==> config.mk <==
export PLATFORM = sky130hd
export DESIGN_NAME = sfq_flash_seq
export DESIGN_NICKNAME = d
export VERILOG_FILES = /design/src/logic/sfq_pkg.sv /design/src/logic/sfq_flash_seq.sv
export SDC_FILE = /design/constraint.sdc
export NUM_CORES = 1
export LEC_CHECK = 0
export ABC_CLOCK_PERIOD_IN_PS = 4690
export BUFFER_PORTS_ARGS = -buffer_cell sky130_fd_sc_hd__buf_4
export CAP_MARGIN = 20
export CORE_ASPECT_RATIO = 0.8
export CORE_MARGIN = 5
export CORE_UTILIZATION = 47
export DETAILED_ROUTE_END_ITERATION = 7
export PLACE_DENSITY = 0.69
export SYNTH_ARGS = -nofsm -noshare
export SYNTH_HDL_FRONTEND = slang
export SYNTH_SLANG_ARGS = --single-unit
==> constraint.sdc <==
create_clock -name i_sys_clk -period 4.69 [get_ports i_sys_clk]
set_clock_uncertainty 0.05 [all_clocks]
set_input_delay 0.2345 -clock i_sys_clk [delete_from_list [all_inputs] [get_ports i_sys_clk]]
set_output_delay 0.2345 -clock i_sys_clk [all_outputs]
set_load 0.02 [all_outputs]
==> src/logic/sfq_pkg.sv <==
// Constants and types shared by the serial flash command sequencer
package sfq_pkg;
	// Array address width in bits
	localparam int ADDR_W = 24;

	// Instruction codes
	localparam logic [7:0] QUAD_ADDR_READ_CMD = 8'heb;
	localparam logic [7:0] WIPE_SMALL_CMD     = 8'h20;
	localparam logic [7:0] WIPE_MID_CMD       = 8'h52;
	localparam logic [7:0] WIPE_LARGE_CMD     = 8'hd8;

	// Last index of each serial phase, counted in link clocks
	localparam logic [4:0] CMD_CLK_LAST   = 5'h07;
	localparam logic [4:0] ADDR1_CLK_LAST = 5'h17;
	localparam logic [4:0] WRAP_CLK_LAST  = 5'h07;
	localparam logic [4:0] QADDR_CLK_LAST = 5'h05;
	localparam logic [4:0] MODE_CLK_LAST  = 5'h01;

	// Register byte offsets
	localparam logic [3:0] REG_CTRL = 4'h0;
	localparam logic [3:0] REG_STAT = 4'h4;

	// Control register fields
	localparam int CTRL_QE_BIT    = 0;
	localparam int CTRL_BP_LSB    = 4;
	localparam int CTRL_DUMMY_LSB = 8;

	// Status register fields
	localparam int STAT_BUSY_BIT   = 0;
	localparam int STAT_WEL_BIT    = 1;
	localparam int STAT_CONT_BIT   = 2;
	localparam int STAT_WRAP_BIT   = 3;
	localparam int STAT_DEPTH_LSB  = 4;

	// Reset values
	localparam logic [3:0] DUMMY_RST = 4'h4;
	localparam logic [3:0] BP_RST    = 4'h0;

	// Wrap code: bit 4 disables, low bits pick 8 << n bytes
	localparam int         WRAP_OFF_BIT  = 4;
	localparam logic [23:0] WRAP_MIN_SIZE = 24'h000008;

	// Erase region alignment
	localparam int SMALL_LSB = 12;
	localparam int MID_LSB   = 15;
	localparam int LARGE_LSB = 16;

	// Protection: level n guards the top 2^(n-1) 64K blocks, level 9 and up all
	localparam logic [3:0] PROT_ALL_LEVEL = 4'h9;
	localparam logic [8:0] PROT_ALL_CNT   = 9'h100;

	typedef enum logic [1:0] {
		KIND_SMALL = 2'b00,
		KIND_MID   = 2'b01,
		KIND_LARGE = 2'b10
	} sfq_kind_t;

	typedef enum logic [3:0] {
		S_IDLE  = 4'b0000,
		S_CMD   = 4'b0001,
		S_ADR1  = 4'b0010,
		S_WRAP  = 4'b0011,
		S_HOLD  = 4'b0100,
		S_QADR  = 4'b0101,
		S_MODE  = 4'b0110,
		S_DUMMY = 4'b0111,
		S_DATA  = 4'b1000,
		S_SKIP  = 4'b1001
	} sfq_state_t;
endpackage

==> src/logic/sfq_flash_seq.sv <==
// Serial flash command sequencer: quad-address read, burst wrap and erase
// Summary of operation
// - Mode byte with every high bit unlike its low partner enters continuous read
// - Any matching nibble bit leaves continuous read; normal decoding from next frame
// - In continuous read a new frame starts directly with the 24-bit quad address
// - Quad read frame: address, two mode clocks, dummy clocks, then data to deselect
// - Dummy clock count comes from a control register field
// - Mode byte FFh leaves continuous read
// - Quad read arriving while busy is ignored; the running cycle goes on
// - Wrapping is off after reset
// - Wrap codes 0..3 give 8, 16, 32, 64 bytes; 1xh turns wrapping off
// - Wrapped reads stay inside the aligned block holding the start address
// - Wrap setting holds until reset or a new code; quad read uses it
// - Instruction 20h with address erases the 4K sector holding it
// - Instruction D8h with address erases the 64K block holding it
// - Instruction 52h with address erases the 32K block holding it
// - Erase acts only while the write latch flag is set
// - Erase is executed only if deselect follows exactly the last address bit
// - Erase starts at deselect; busy stands meanwhile; completion clears busy and latch
// - Protected target leaves the array alone but still clears the latch
// - Erase instructions sample line zero only
// - Quad read: instruction on one line, then address four bits per clock
//
// The strobed register port and the register offsets were chosen for this implementation.
module sfq_flash_seq #(
	parameter logic [7:0] WRITE_UNLOCK_CMD = 8'h06,
	parameter logic [7:0] SET_BURST_CMD    = 8'hc0,
	parameter int         SMALL_WIPE_CYC   = 40000,
	parameter int         MID_WIPE_CYC     = 80000,
	parameter int         LARGE_WIPE_CYC   = 120000
) (
	input  wire logic        i_sys_clk,
	input  wire logic        i_nrst,
	input  wire logic        i_cs_n,
	input  wire logic        i_sclk,
	input  wire logic [3:0]  i_io,
	output logic      [3:0]  o_io,
	output logic      [3:0]  o_io_oe,
	input  wire logic [3:0]  i_reg_addr,
	input  wire logic [31:0] i_reg_wdata,
	input  wire logic        i_reg_wr,
	input  wire logic        i_reg_rd,
	output logic      [31:0] o_reg_rdata,
	output logic      [23:0] o_mem_addr,
	input  wire logic [7:0]  i_mem_data,
	output logic             o_wipe_req,
	output logic      [23:0] o_wipe_addr,
	output logic      [1:0]  o_wipe_kind,
	output logic             o_busy
);
	localparam int MAX_A  = (SMALL_WIPE_CYC > MID_WIPE_CYC) ? SMALL_WIPE_CYC : MID_WIPE_CYC;
	localparam int MAX_C  = (MAX_A > LARGE_WIPE_CYC) ? MAX_A : LARGE_WIPE_CYC;
	localparam int WIPE_W = $clog2(MAX_C + 1);

	if (SMALL_WIPE_CYC < 1 || MID_WIPE_CYC < 1 || LARGE_WIPE_CYC < 1) begin : g_bad_cycles
		$error("wipe cycle counts must be at least one");
	end

	typedef struct packed {
		logic                 cs_s1;
		logic                 cs_s2;
		logic                 cs_s3;
		logic                 sclk_s1;
		logic                 sclk_s2;
		logic                 sclk_s3;
		logic [3:0]           io_s1;
		logic [3:0]           io_s2;
		sfq_pkg::sfq_state_t  st;
		logic [4:0]           cnt;
		logic [7:0]           cmd;
		logic [23:0]          addr;
		logic [3:0]           mode_hi;
		logic                 cont;
		logic                 write_latch_flag;
		logic                 busy;
		logic [WIPE_W-1:0]    wipe_cnt;
		logic                 wrap_en;
		logic [1:0]           wrap_dep;
		logic                 qe;
		logic [3:0]           bp;
		logic [3:0]           dummy_cfg;
		logic [31:0]          rdata;
		logic [3:0]           io_o;
		logic [3:0]           io_oe;
		logic [23:0]          mem_addr;
		logic                 nib;
		logic                 wipe_req;
		logic [23:0]          wipe_addr;
		sfq_pkg::sfq_kind_t   wipe_kind;
	} sfq_regs_t;

	sfq_regs_t           q;
	sfq_regs_t           d;
	logic                cs_rise;
	logic                cs_fall;
	logic                sclk_rise;
	logic                sclk_fall;
	logic [7:0]          cmd_next;
	logic                is_wipe;
	sfq_pkg::sfq_kind_t  kind;
	logic [WIPE_W-1:0]   kind_cyc;
	logic [23:0]         align_mask;
	logic [8:0]          prot_cnt;
	logic [8:0]          prot_sum;
	logic                prot_hit;
	logic [23:0]         wrap_mask;
	logic [23:0]         addr_inc;
	logic [23:0]         next_addr;
	logic [31:0]         ctrl_word;
	logic [31:0]         stat_word;

	// Edges of the synchronised select and link clock
	assign cs_rise   = q.cs_s2 & ~q.cs_s3;
	assign cs_fall   = ~q.cs_s2 & q.cs_s3;
	assign sclk_rise = q.sclk_s2 & ~q.sclk_s3 & ~q.cs_s2;
	assign sclk_fall = ~q.sclk_s2 & q.sclk_s3 & ~q.cs_s2;
	assign cmd_next  = {q.cmd[6:0], q.io_s2[0]};

	// Erase kind, duration and alignment from the held instruction
	always_comb begin
		is_wipe    = 1'b1;
		kind       = sfq_pkg::KIND_SMALL;
		kind_cyc   = WIPE_W'(SMALL_WIPE_CYC);
		align_mask = ~((24'h000001 << sfq_pkg::SMALL_LSB) - 24'h000001);
		if (q.cmd == sfq_pkg::WIPE_LARGE_CMD) begin
			kind       = sfq_pkg::KIND_LARGE;
			kind_cyc   = WIPE_W'(LARGE_WIPE_CYC);
			align_mask = ~((24'h000001 << sfq_pkg::LARGE_LSB) - 24'h000001);
		end else if (q.cmd == sfq_pkg::WIPE_MID_CMD) begin
			kind       = sfq_pkg::KIND_MID;
			kind_cyc   = WIPE_W'(MID_WIPE_CYC);
			align_mask = ~((24'h000001 << sfq_pkg::MID_LSB) - 24'h000001);
		end else if (q.cmd != sfq_pkg::WIPE_SMALL_CMD) begin
			is_wipe = 1'b0;
		end
	end

	// Top blocks guarded by the block protect field
	always_comb begin
		if (q.bp == 4'h0) begin
			prot_cnt = 9'h000;
		end else if (q.bp >= sfq_pkg::PROT_ALL_LEVEL) begin
			prot_cnt = sfq_pkg::PROT_ALL_CNT;
		end else begin
			prot_cnt = 9'h001 << (q.bp - 4'h1);
		end
		prot_sum = {1'b0, q.addr[23:sfq_pkg::LARGE_LSB]} + prot_cnt;
		prot_hit = prot_sum[8];
	end

	// Sequential read address, wrapped inside the aligned block when enabled
	always_comb begin
		wrap_mask = (sfq_pkg::WRAP_MIN_SIZE << q.wrap_dep) - 24'h000001;
		addr_inc  = q.mem_addr + 24'h000001;
		next_addr = q.wrap_en ? ((q.mem_addr & ~wrap_mask) | (addr_inc & wrap_mask)) : addr_inc;
	end

	// Register read views
	always_comb begin
		ctrl_word = '0;
		ctrl_word[sfq_pkg::CTRL_QE_BIT] = q.qe;
		ctrl_word[sfq_pkg::CTRL_BP_LSB +: 4] = q.bp;
		ctrl_word[sfq_pkg::CTRL_DUMMY_LSB +: 4] = q.dummy_cfg;
		stat_word = '0;
		stat_word[sfq_pkg::STAT_BUSY_BIT] = q.busy;
		stat_word[sfq_pkg::STAT_WEL_BIT] = q.write_latch_flag;
		stat_word[sfq_pkg::STAT_CONT_BIT] = q.cont;
		stat_word[sfq_pkg::STAT_WRAP_BIT] = q.wrap_en;
		stat_word[sfq_pkg::STAT_DEPTH_LSB +: 2] = q.wrap_dep;
	end

	always_comb begin
		d = q;
		d.wipe_req = 1'b0;
		d.rdata = '0;
		d.cs_s1 = i_cs_n;
		d.cs_s2 = q.cs_s1;
		d.cs_s3 = q.cs_s2;
		d.sclk_s1 = i_sclk;
		d.sclk_s2 = q.sclk_s1;
		d.sclk_s3 = q.sclk_s2;
		d.io_s1 = i_io;
		d.io_s2 = q.io_s1;

		if (i_reg_wr && i_reg_addr == sfq_pkg::REG_CTRL) begin
			d.qe = i_reg_wdata[sfq_pkg::CTRL_QE_BIT];
			d.bp = i_reg_wdata[sfq_pkg::CTRL_BP_LSB +: 4];
			d.dummy_cfg = i_reg_wdata[sfq_pkg::CTRL_DUMMY_LSB +: 4];
		end
		if (i_reg_rd) begin
			if (i_reg_addr == sfq_pkg::REG_CTRL) begin
				d.rdata = ctrl_word;
			end else if (i_reg_addr == sfq_pkg::REG_STAT) begin
				d.rdata = stat_word;
			end
		end

		// Self-timed erase; completion drops busy and the latch together
		if (q.busy) begin
			d.wipe_cnt = q.wipe_cnt - 1'b1;
			if (q.wipe_cnt == WIPE_W'(1)) begin
				d.busy = 1'b0;
				d.write_latch_flag = 1'b0;
			end
		end

		if (cs_rise) begin
			d.st = sfq_pkg::S_IDLE;
			d.io_oe = 4'h0;
			if (q.st == sfq_pkg::S_HOLD) begin
				if (q.cmd == WRITE_UNLOCK_CMD) begin
					d.write_latch_flag = ~q.busy;
				end else if (q.cmd == SET_BURST_CMD) begin
					d.wrap_en = ~q.addr[sfq_pkg::WRAP_OFF_BIT];
					d.wrap_dep = q.addr[1:0];
				end else if (is_wipe && q.write_latch_flag && !q.busy) begin
					d.write_latch_flag = 1'b0;
					if (!prot_hit) begin
						d.write_latch_flag = 1'b1;
						d.busy = 1'b1;
						d.wipe_cnt = kind_cyc;
						d.wipe_req = 1'b1;
						d.wipe_addr = q.addr & align_mask;
						d.wipe_kind = kind;
					end
				end
			end
		end else if (cs_fall) begin
			d.st = q.cont ? sfq_pkg::S_QADR : sfq_pkg::S_CMD;
			d.cnt = 5'h00;
		end else if (sclk_rise) begin
			d.cnt = q.cnt + 5'h01;
			unique case (q.st)
				sfq_pkg::S_CMD: begin
					d.cmd = cmd_next;
					if (q.cnt == sfq_pkg::CMD_CLK_LAST) begin
						d.cnt = 5'h00;
						if (cmd_next == WRITE_UNLOCK_CMD) begin
							d.st = sfq_pkg::S_HOLD;
						end else if (cmd_next == SET_BURST_CMD) begin
							d.st = q.busy ? sfq_pkg::S_SKIP : sfq_pkg::S_WRAP;
						end else if (cmd_next == sfq_pkg::WIPE_SMALL_CMD || cmd_next == sfq_pkg::WIPE_MID_CMD ||
							cmd_next == sfq_pkg::WIPE_LARGE_CMD) begin
							d.st = q.busy ? sfq_pkg::S_SKIP : sfq_pkg::S_ADR1;
						end else if (cmd_next == sfq_pkg::QUAD_ADDR_READ_CMD) begin
							d.st = (q.busy || !q.qe) ? sfq_pkg::S_SKIP : sfq_pkg::S_QADR;
						end else begin
							d.st = sfq_pkg::S_SKIP;
						end
					end
				end
				sfq_pkg::S_ADR1: begin
					d.addr = {q.addr[22:0], q.io_s2[0]};
					if (q.cnt == sfq_pkg::ADDR1_CLK_LAST) begin
						d.st = sfq_pkg::S_HOLD;
					end
				end
				sfq_pkg::S_WRAP: begin
					d.addr = {q.addr[22:0], q.io_s2[0]};
					if (q.cnt == sfq_pkg::WRAP_CLK_LAST) begin
						d.st = sfq_pkg::S_HOLD;
					end
				end
				sfq_pkg::S_HOLD: begin
					d.st = sfq_pkg::S_SKIP;
				end
				sfq_pkg::S_QADR: begin
					d.addr = {q.addr[19:0], q.io_s2};
					if (q.cnt == sfq_pkg::QADDR_CLK_LAST) begin
						d.st = sfq_pkg::S_MODE;
						d.cnt = 5'h00;
						d.mem_addr = {q.addr[19:0], q.io_s2};
					end
				end
				sfq_pkg::S_MODE: begin
					d.mode_hi = q.io_s2;
					if (q.cnt == sfq_pkg::MODE_CLK_LAST) begin
						d.cont = &(q.mode_hi ^ q.io_s2);
						d.cnt = 5'h00;
						d.nib = 1'b0;
						d.st = (q.dummy_cfg == 4'h0) ? sfq_pkg::S_DATA : sfq_pkg::S_DUMMY;
					end
				end
				sfq_pkg::S_DUMMY: begin
					if (q.cnt == {1'b0, q.dummy_cfg} - 5'h01) begin
						d.st = sfq_pkg::S_DATA;
					end
				end
				sfq_pkg::S_IDLE, sfq_pkg::S_DATA, sfq_pkg::S_SKIP: begin
					d.cnt = q.cnt;
				end
			endcase
		end else if (sclk_fall && q.st == sfq_pkg::S_DATA) begin
			d.io_oe = 4'hf;
			d.io_o = q.nib ? i_mem_data[3:0] : i_mem_data[7:4];
			d.nib = ~q.nib;
			if (q.nib) begin
				d.mem_addr = next_addr;
			end
		end
	end

	always_ff @(posedge i_sys_clk or negedge i_nrst) begin
		if (!i_nrst) begin
			q <= '0;
			q.cs_s1 <= 1'b1;
			q.cs_s2 <= 1'b1;
			q.cs_s3 <= 1'b1;
			q.st <= sfq_pkg::S_IDLE;
			q.bp <= sfq_pkg::BP_RST;
			q.dummy_cfg <= sfq_pkg::DUMMY_RST;
			q.wrap_en <= 1'b0;
			q.wipe_kind <= sfq_pkg::KIND_SMALL;
		end else begin
			q <= d;
		end
	end

	assign o_io        = q.io_o;
	assign o_io_oe     = q.io_oe;
	assign o_reg_rdata = q.rdata;
	assign o_mem_addr  = q.mem_addr;
	assign o_wipe_req  = q.wipe_req;
	assign o_wipe_addr = q.wipe_addr;
	assign o_wipe_kind = q.wipe_kind;
	assign o_busy      = q.busy;
endmodule

======== After elaboration in Yosys (flattened, before gate mapping) ========
Index checks and enable logic that the tools add are counted.
storage, ports and cells
  register bits after elaboration ......... 183
  input bits .............................. 54
  output and inout bits ................... 92
cells by class
  add/subtract/negate cells ............... 7
  $lt $le $gt $ge ......................... 1
  eq/ne operators ......................... 40
  shift operators ......................... 2
  muxes and demuxes ....................... 66
  bitwise operators ....................... 25
  reduce and logical (&&, ||, !) cells .... 35
operators by type and width
  kind                                                                    count
  27-bit two-way mux                                                      6
  24-bit two-way mux                                                      4
  19-bit two-way mux                                                      4
  24-bit AND                                                              3
  4-bit two-way mux                                                       15
  29-bit two-way mux                                                      2
  9-bit two-way mux                                                       6
  24-bit case mux with 2 select lines                                     1
  46-bit two-way mux                                                      1
  22-bit two-way mux                                                      2
  8-bit equality test (second input constant)                             5
  17-bit two-way mux                                                      2
  4-bit case mux with 7 select lines                                      1
  25-bit two-way mux                                                      1
  24-bit by 1-bit adder with 24-bit output (second input constant)        1
  12-bit two-way mux                                                      2
  4-bit inequality test (second input constant)                           6
  24-bit inverter                                                         1
  24-bit bitwise OR                                                       1
  4-bit AND reduction                                                     6
  4-bit by 2-bit << shifter with 24-bit output (first input constant)     1
  24-bit by 1-bit subtractor with 24-bit output (second input constant)   1
  21-bit two-way mux                                                      1
  4-bit by 3-bit equality test with 1-bit output (second input constant)  5
  other kinds (46)                                                        98

======== Longest topological paths before layout ========
  word-level depth ........................ 12
  mapped depth ............................ 10
  depth with buffers taken out ............ 8

======== Least setup slack after synthesis ========
No wires, ideal clock.
  path type ............................... register to register
  start point ............................. reg q, in the netlist ctrl_word[7]
  end point ............................... reg q, in the netlist o_wipe_addr[17]
  arrival ................................. 2.614 ns
  data required time ...................... 4.515 ns
  slack ................................... 1.901 ns
  stages on the path, launching flop included .. 10
  buffers on the path ..................... 1
  cell sequence ........................... dfrtp_1 -> nand2b_1 -> nor3b_1 -> ha_1 -> a21o_1 -> a221o_1 -> a41oi_1 -> mux2_4 -> buf_6 -> mux2_4
between the ends
  longest elaborated chain between the ends .. 7
  elaborated cells on any way between the ends .. 9
  classes of those cells .................. add/sub: 2; order compare: 1; shift: 1; mux: 2; bitwise: 1; reduce/logical: 2
ends and longest elaborated chain
  element                                      line                  text
  start, declared                              sfq_flash_seq.sv:92   sfq_regs_t q;
  4-bit by 1-bit subtractor with 4-bit output  sfq_flash_seq.sv:145  prot_cnt = 9'h001 << (q.bp - 4'h1);
  1-bit by 4-bit << shifter with 9-bit output  sfq_flash_seq.sv:145
  9-bit two-way mux                            sfq_flash_seq.sv:142  end else if (q.bp >= sfq_pkg::PROT_ALL_LEVEL) begin
  9-bit two-way mux (*)                        sfq_flash_seq.sv:140  if (q.bp == 4'h0) begin
  8-bit by 9-bit adder with 9-bit output (*)   sfq_flash_seq.sv:147  prot_sum = {1'b0, q.addr[23:sfq_pkg::LARGE_LSB]} + prot_cnt;
  1-bit inverter (no line) (*)                 -
  6-bit AND reduction (no line) (*)            -
Every way passes the cells marked *; elsewhere a longest branch is shown, timed or not.
A chain may end at the register's enable or synchronous reset.

======== Worst setup path after layout ========
  start point ............................. reg q, in the netlist ctrl_word[7]
  end point ............................... reg q, in the netlist o_wipe_addr[23]
Same word-level chain as after synthesis.

==> results_dict.tcl <==
set metrics [dict create \
    synth-compound-area-share_pct 13.0 \
    path_max_fanout 33 \
    setup_tns_ns 0 \
    met1_length_um 9720 \
    p_total_mw 2.92 \
    rr_worst_depth 8 \
    critPathCaptureType "register" \
    cts-htree-levels 4 \
    worstPathArrival_ns 3.48 \
    drive_gt1_share_pct 21.0 \
    highest_layer "met4" \
    period_share_pct 68.7 \
    ys_seq_elements 148 \
    cts_tree "yes" \
    routedWlPerCell_um 17.8 \
    clk_pin_slew_ns 0.06 \
    hold_depth 2 \
    diodes 0 \
    wl_met3_um 1350 \
    synthArstFlopShare_pct 100 \
    synth_edf_count 0 \
    io_pins 146 \
    post_cts_buffers 0 \
    numPortBuffers 90 \
    yosys.area_share.xor_xnor_pct 2.62 \
    regToRegStartpoint "ctrl_word[7]" \
    synth_top_cell_by_area "dfrtp_1" \
    syn_area_um2 8700 \
    cts_root_buf "clkbuf_16" \
    muxShareOfSynthArea_pct 10.8 \
    dp_slack_ns 1.48 \
    cts_buffer_depth 2 \
    worstMarginPinSlew_ns 1.01 \
    core_um2 18200 \
    critPathRequiredTime_ns 4.95 \
    maxCapViolCount 0 \
    irDropWorstVdd_uv 288 \
    r2r_end "o_wipe_addr[23]" \
    routed_via_density 5.71 \
    design_area_um2 9720 \
    start_util_pct 47.9 \
    outcome "completed" \
    drtAntennaViolNets 0 \
    grt_first_pass_wirelength_um 33400 \
    slew_viol_final 0 \
    ys_top_cells_by_count "144 x dfrtp_1, 91 x buf_4, 79 x nand2_1" \
    dieArea_um2 21300 \
    hold_path_class "in -> reg" \
    routed_wl_um 20500 \
    vias 6574 \
    grt.overflow.total 0 \
    hp-start "i_reg_addr[2]" \
    rrSetupSlack_ns 1.47 \
    post_synth.cell_area_avg_um2 9.87 \
    num_rows 44 \
    slew_headroom_pct 31.8 \
    clock_sinks 148 \
    timing.final.ws_setup_ns 1.47 \
    hold_path_end "o_reg_rdata[9]" \
    finalSetupViolCount 0 \
    rsz0062_at_grt "false" \
    grt_max_degree 110 \
    place_inst 1105 \
    place_hpwl_um 14200 \
    grtUsageTotal_pct 19.2 \
    antenna_found_initial 0 \
    clk_latency_ns 0.43 \
    synth_fa_ha_area_share_pct 2.30 \
    dr_wl_met2_um 9180 \
    synthFlopType "dfrtp_1" \
    crit_path_start_kind "register" \
    drtIter0Drc 534 \
    final_hold_viol_count 0 \
    dieWidth_um 162 \
    power_density_nw_per_um2 301 \
    nNetsFinal 981 \
    cts_made_buffers 17 \
    chipHeight_um 132 \
    synth.top_cell.area_share_pct 41.4 \
    final_cells 1152 \
    fmax_mhz 310 \
    place.gp.congestion 0.949 \
    synth.most_common_cell "dfrtp_1" \
    grt_pass1_vias 6217 \
    synth_top_family_by_area "simple AND/OR/NAND/NOR gates" \
    firstDrtPassIters 6 \
    ys_seq_area_share_pct 42.6 \
    drc 0 \
    finalCriticalPeriod_ns 3.22 \
    place_area_um2 8980 \
    synth_area_leaders "dfrtp_1 41%, buf_4 7.9%, mux2i_1 4.9%, mux2_2 4.3%, o21ai_0 3.6%" \
    yosys_warnings 0 \
    synthCells 881 \
    yosys.area_share.simple_pct 17.8 \
    area_delta_synth_final_pct 11.7 \
    synth.distinct_cells 77 \
    path_class "reg -> reg" \
    fillers 1606 \
    power.leakage_nw 4.55 \
]
[worst max path at each step]
| stage | startpoint | to | slack, ns |
|---|---|---|---|
| finish | ctrl_word[7] | o_wipe_addr[23] | 1.47 |
| floorplan | ctrl_word[7] | o_wipe_addr[17] | 1.90 |
| CTS | ctrl_word[7] | o_wipe_addr[23] | 1.47 |
| global placement | ctrl_word[7] | o_wipe_addr[16] | 1.52 |
| detailed placement | ctrl_word[7] | o_wipe_addr[23] | 1.48 |
| global route | ctrl_word[7] | o_wipe_addr[23] | 1.26 |
[area by class of cell]
| class | count | area [µm²] | share of cell area, % |
|---|---|---|---|
| tap | 230 | 288 | 2.96 |
| inverter | 21 | 78.8 | 0.811 |
| multi-input combinational | 611 | 4190 | 43.1 |
| clock buffer | 21 | 470 | 4.84 |
| sequential | 148 | 3710 | 38.2 |
| timing repair buffer | 112 | 905 | 9.31 |
| clock inverter | 9 | 81.3 | 0.837 |
[kinds of logic (layout without fill, tap and decap cells)]
| logic type | after synthesis | count (layout) |
|---|---|---|
| buffers and inverters | 153 | 163 |
| multiplexers | 85 | 85 |
| AND/OR/NAND/NOR | 276 | 276 |
| flip-flops | 148 | 148 |
| AO/OA/AOI/OAI | 176 | 176 |
| XOR/XNOR | 26 | 26 |
| adder cells (fa/ha/maj) | 16 | 16 |
| other | 1 | 32 |
[worst max-delay path, stage by stage, from the launching register on]
cell and delay, ns:
dfrtp_1 0.48, nand2b_1 0.24, nor3b_1 0.24, ha_1 0.28, a21o_1 0.18, a221o_1 0.31
a41oi_1 0.37, mux2_4 0.55, mux2_2 0.39
[metrics by stage]
stage               hold WS, ns  util (%)
global placement          0.282      49.4
CTS                     0.00601      53.3
floorplan                -0.111         -
finish                   0.0286      53.5
global route             0.0227      53.5
detailed placement        0.286      49.4
[cell usage in the layout (no fill, tap or decap), types with 21 or more instances in the layout]
| cell | Yosys | final |
|---|---|---|
| nor3_1 | 21 | 21 |
| nor2_1 | 29 | 29 |
| conb_1 | 1 | 32 |
| inv_1 | 21 | 21 |
| o21ai_0 | 62 | 61 |
| buf_4 | 91 | 94 |
| mux2i_1 | 43 | 43 |
| nand3_1 | 27 | 27 |
| dfrtp_1 | 144 | 144 |
| mux2_2 | 33 | 33 |
| a21oi_1 | 26 | 26 |
| nand2_1 | 79 | 79 |
[where the power goes]
part	internal, mW	switching, mW	total, mW
clock network	0.762	0.529	1.29
logic	0.114	0.145	0.260
registers	1.31	0.0619	1.37
total	2.19	0.737	2.92
[routing by layer]
layer  up-vias  GRT usage (%)
met1      3216           28.2
li1       3116              -
met3        31           4.57
met5         -              0
met2       211           28.7
met4         0           4.70
[timing repair]
| item | in CTS | in global routing |
|---|---|---|
| gates resized for setup | 0 | 0 |
| endpoints found under the hold margin | 119 | 0 |
| hold buffers | 16 | 0 |
Power figures use the tool's default switching activity.
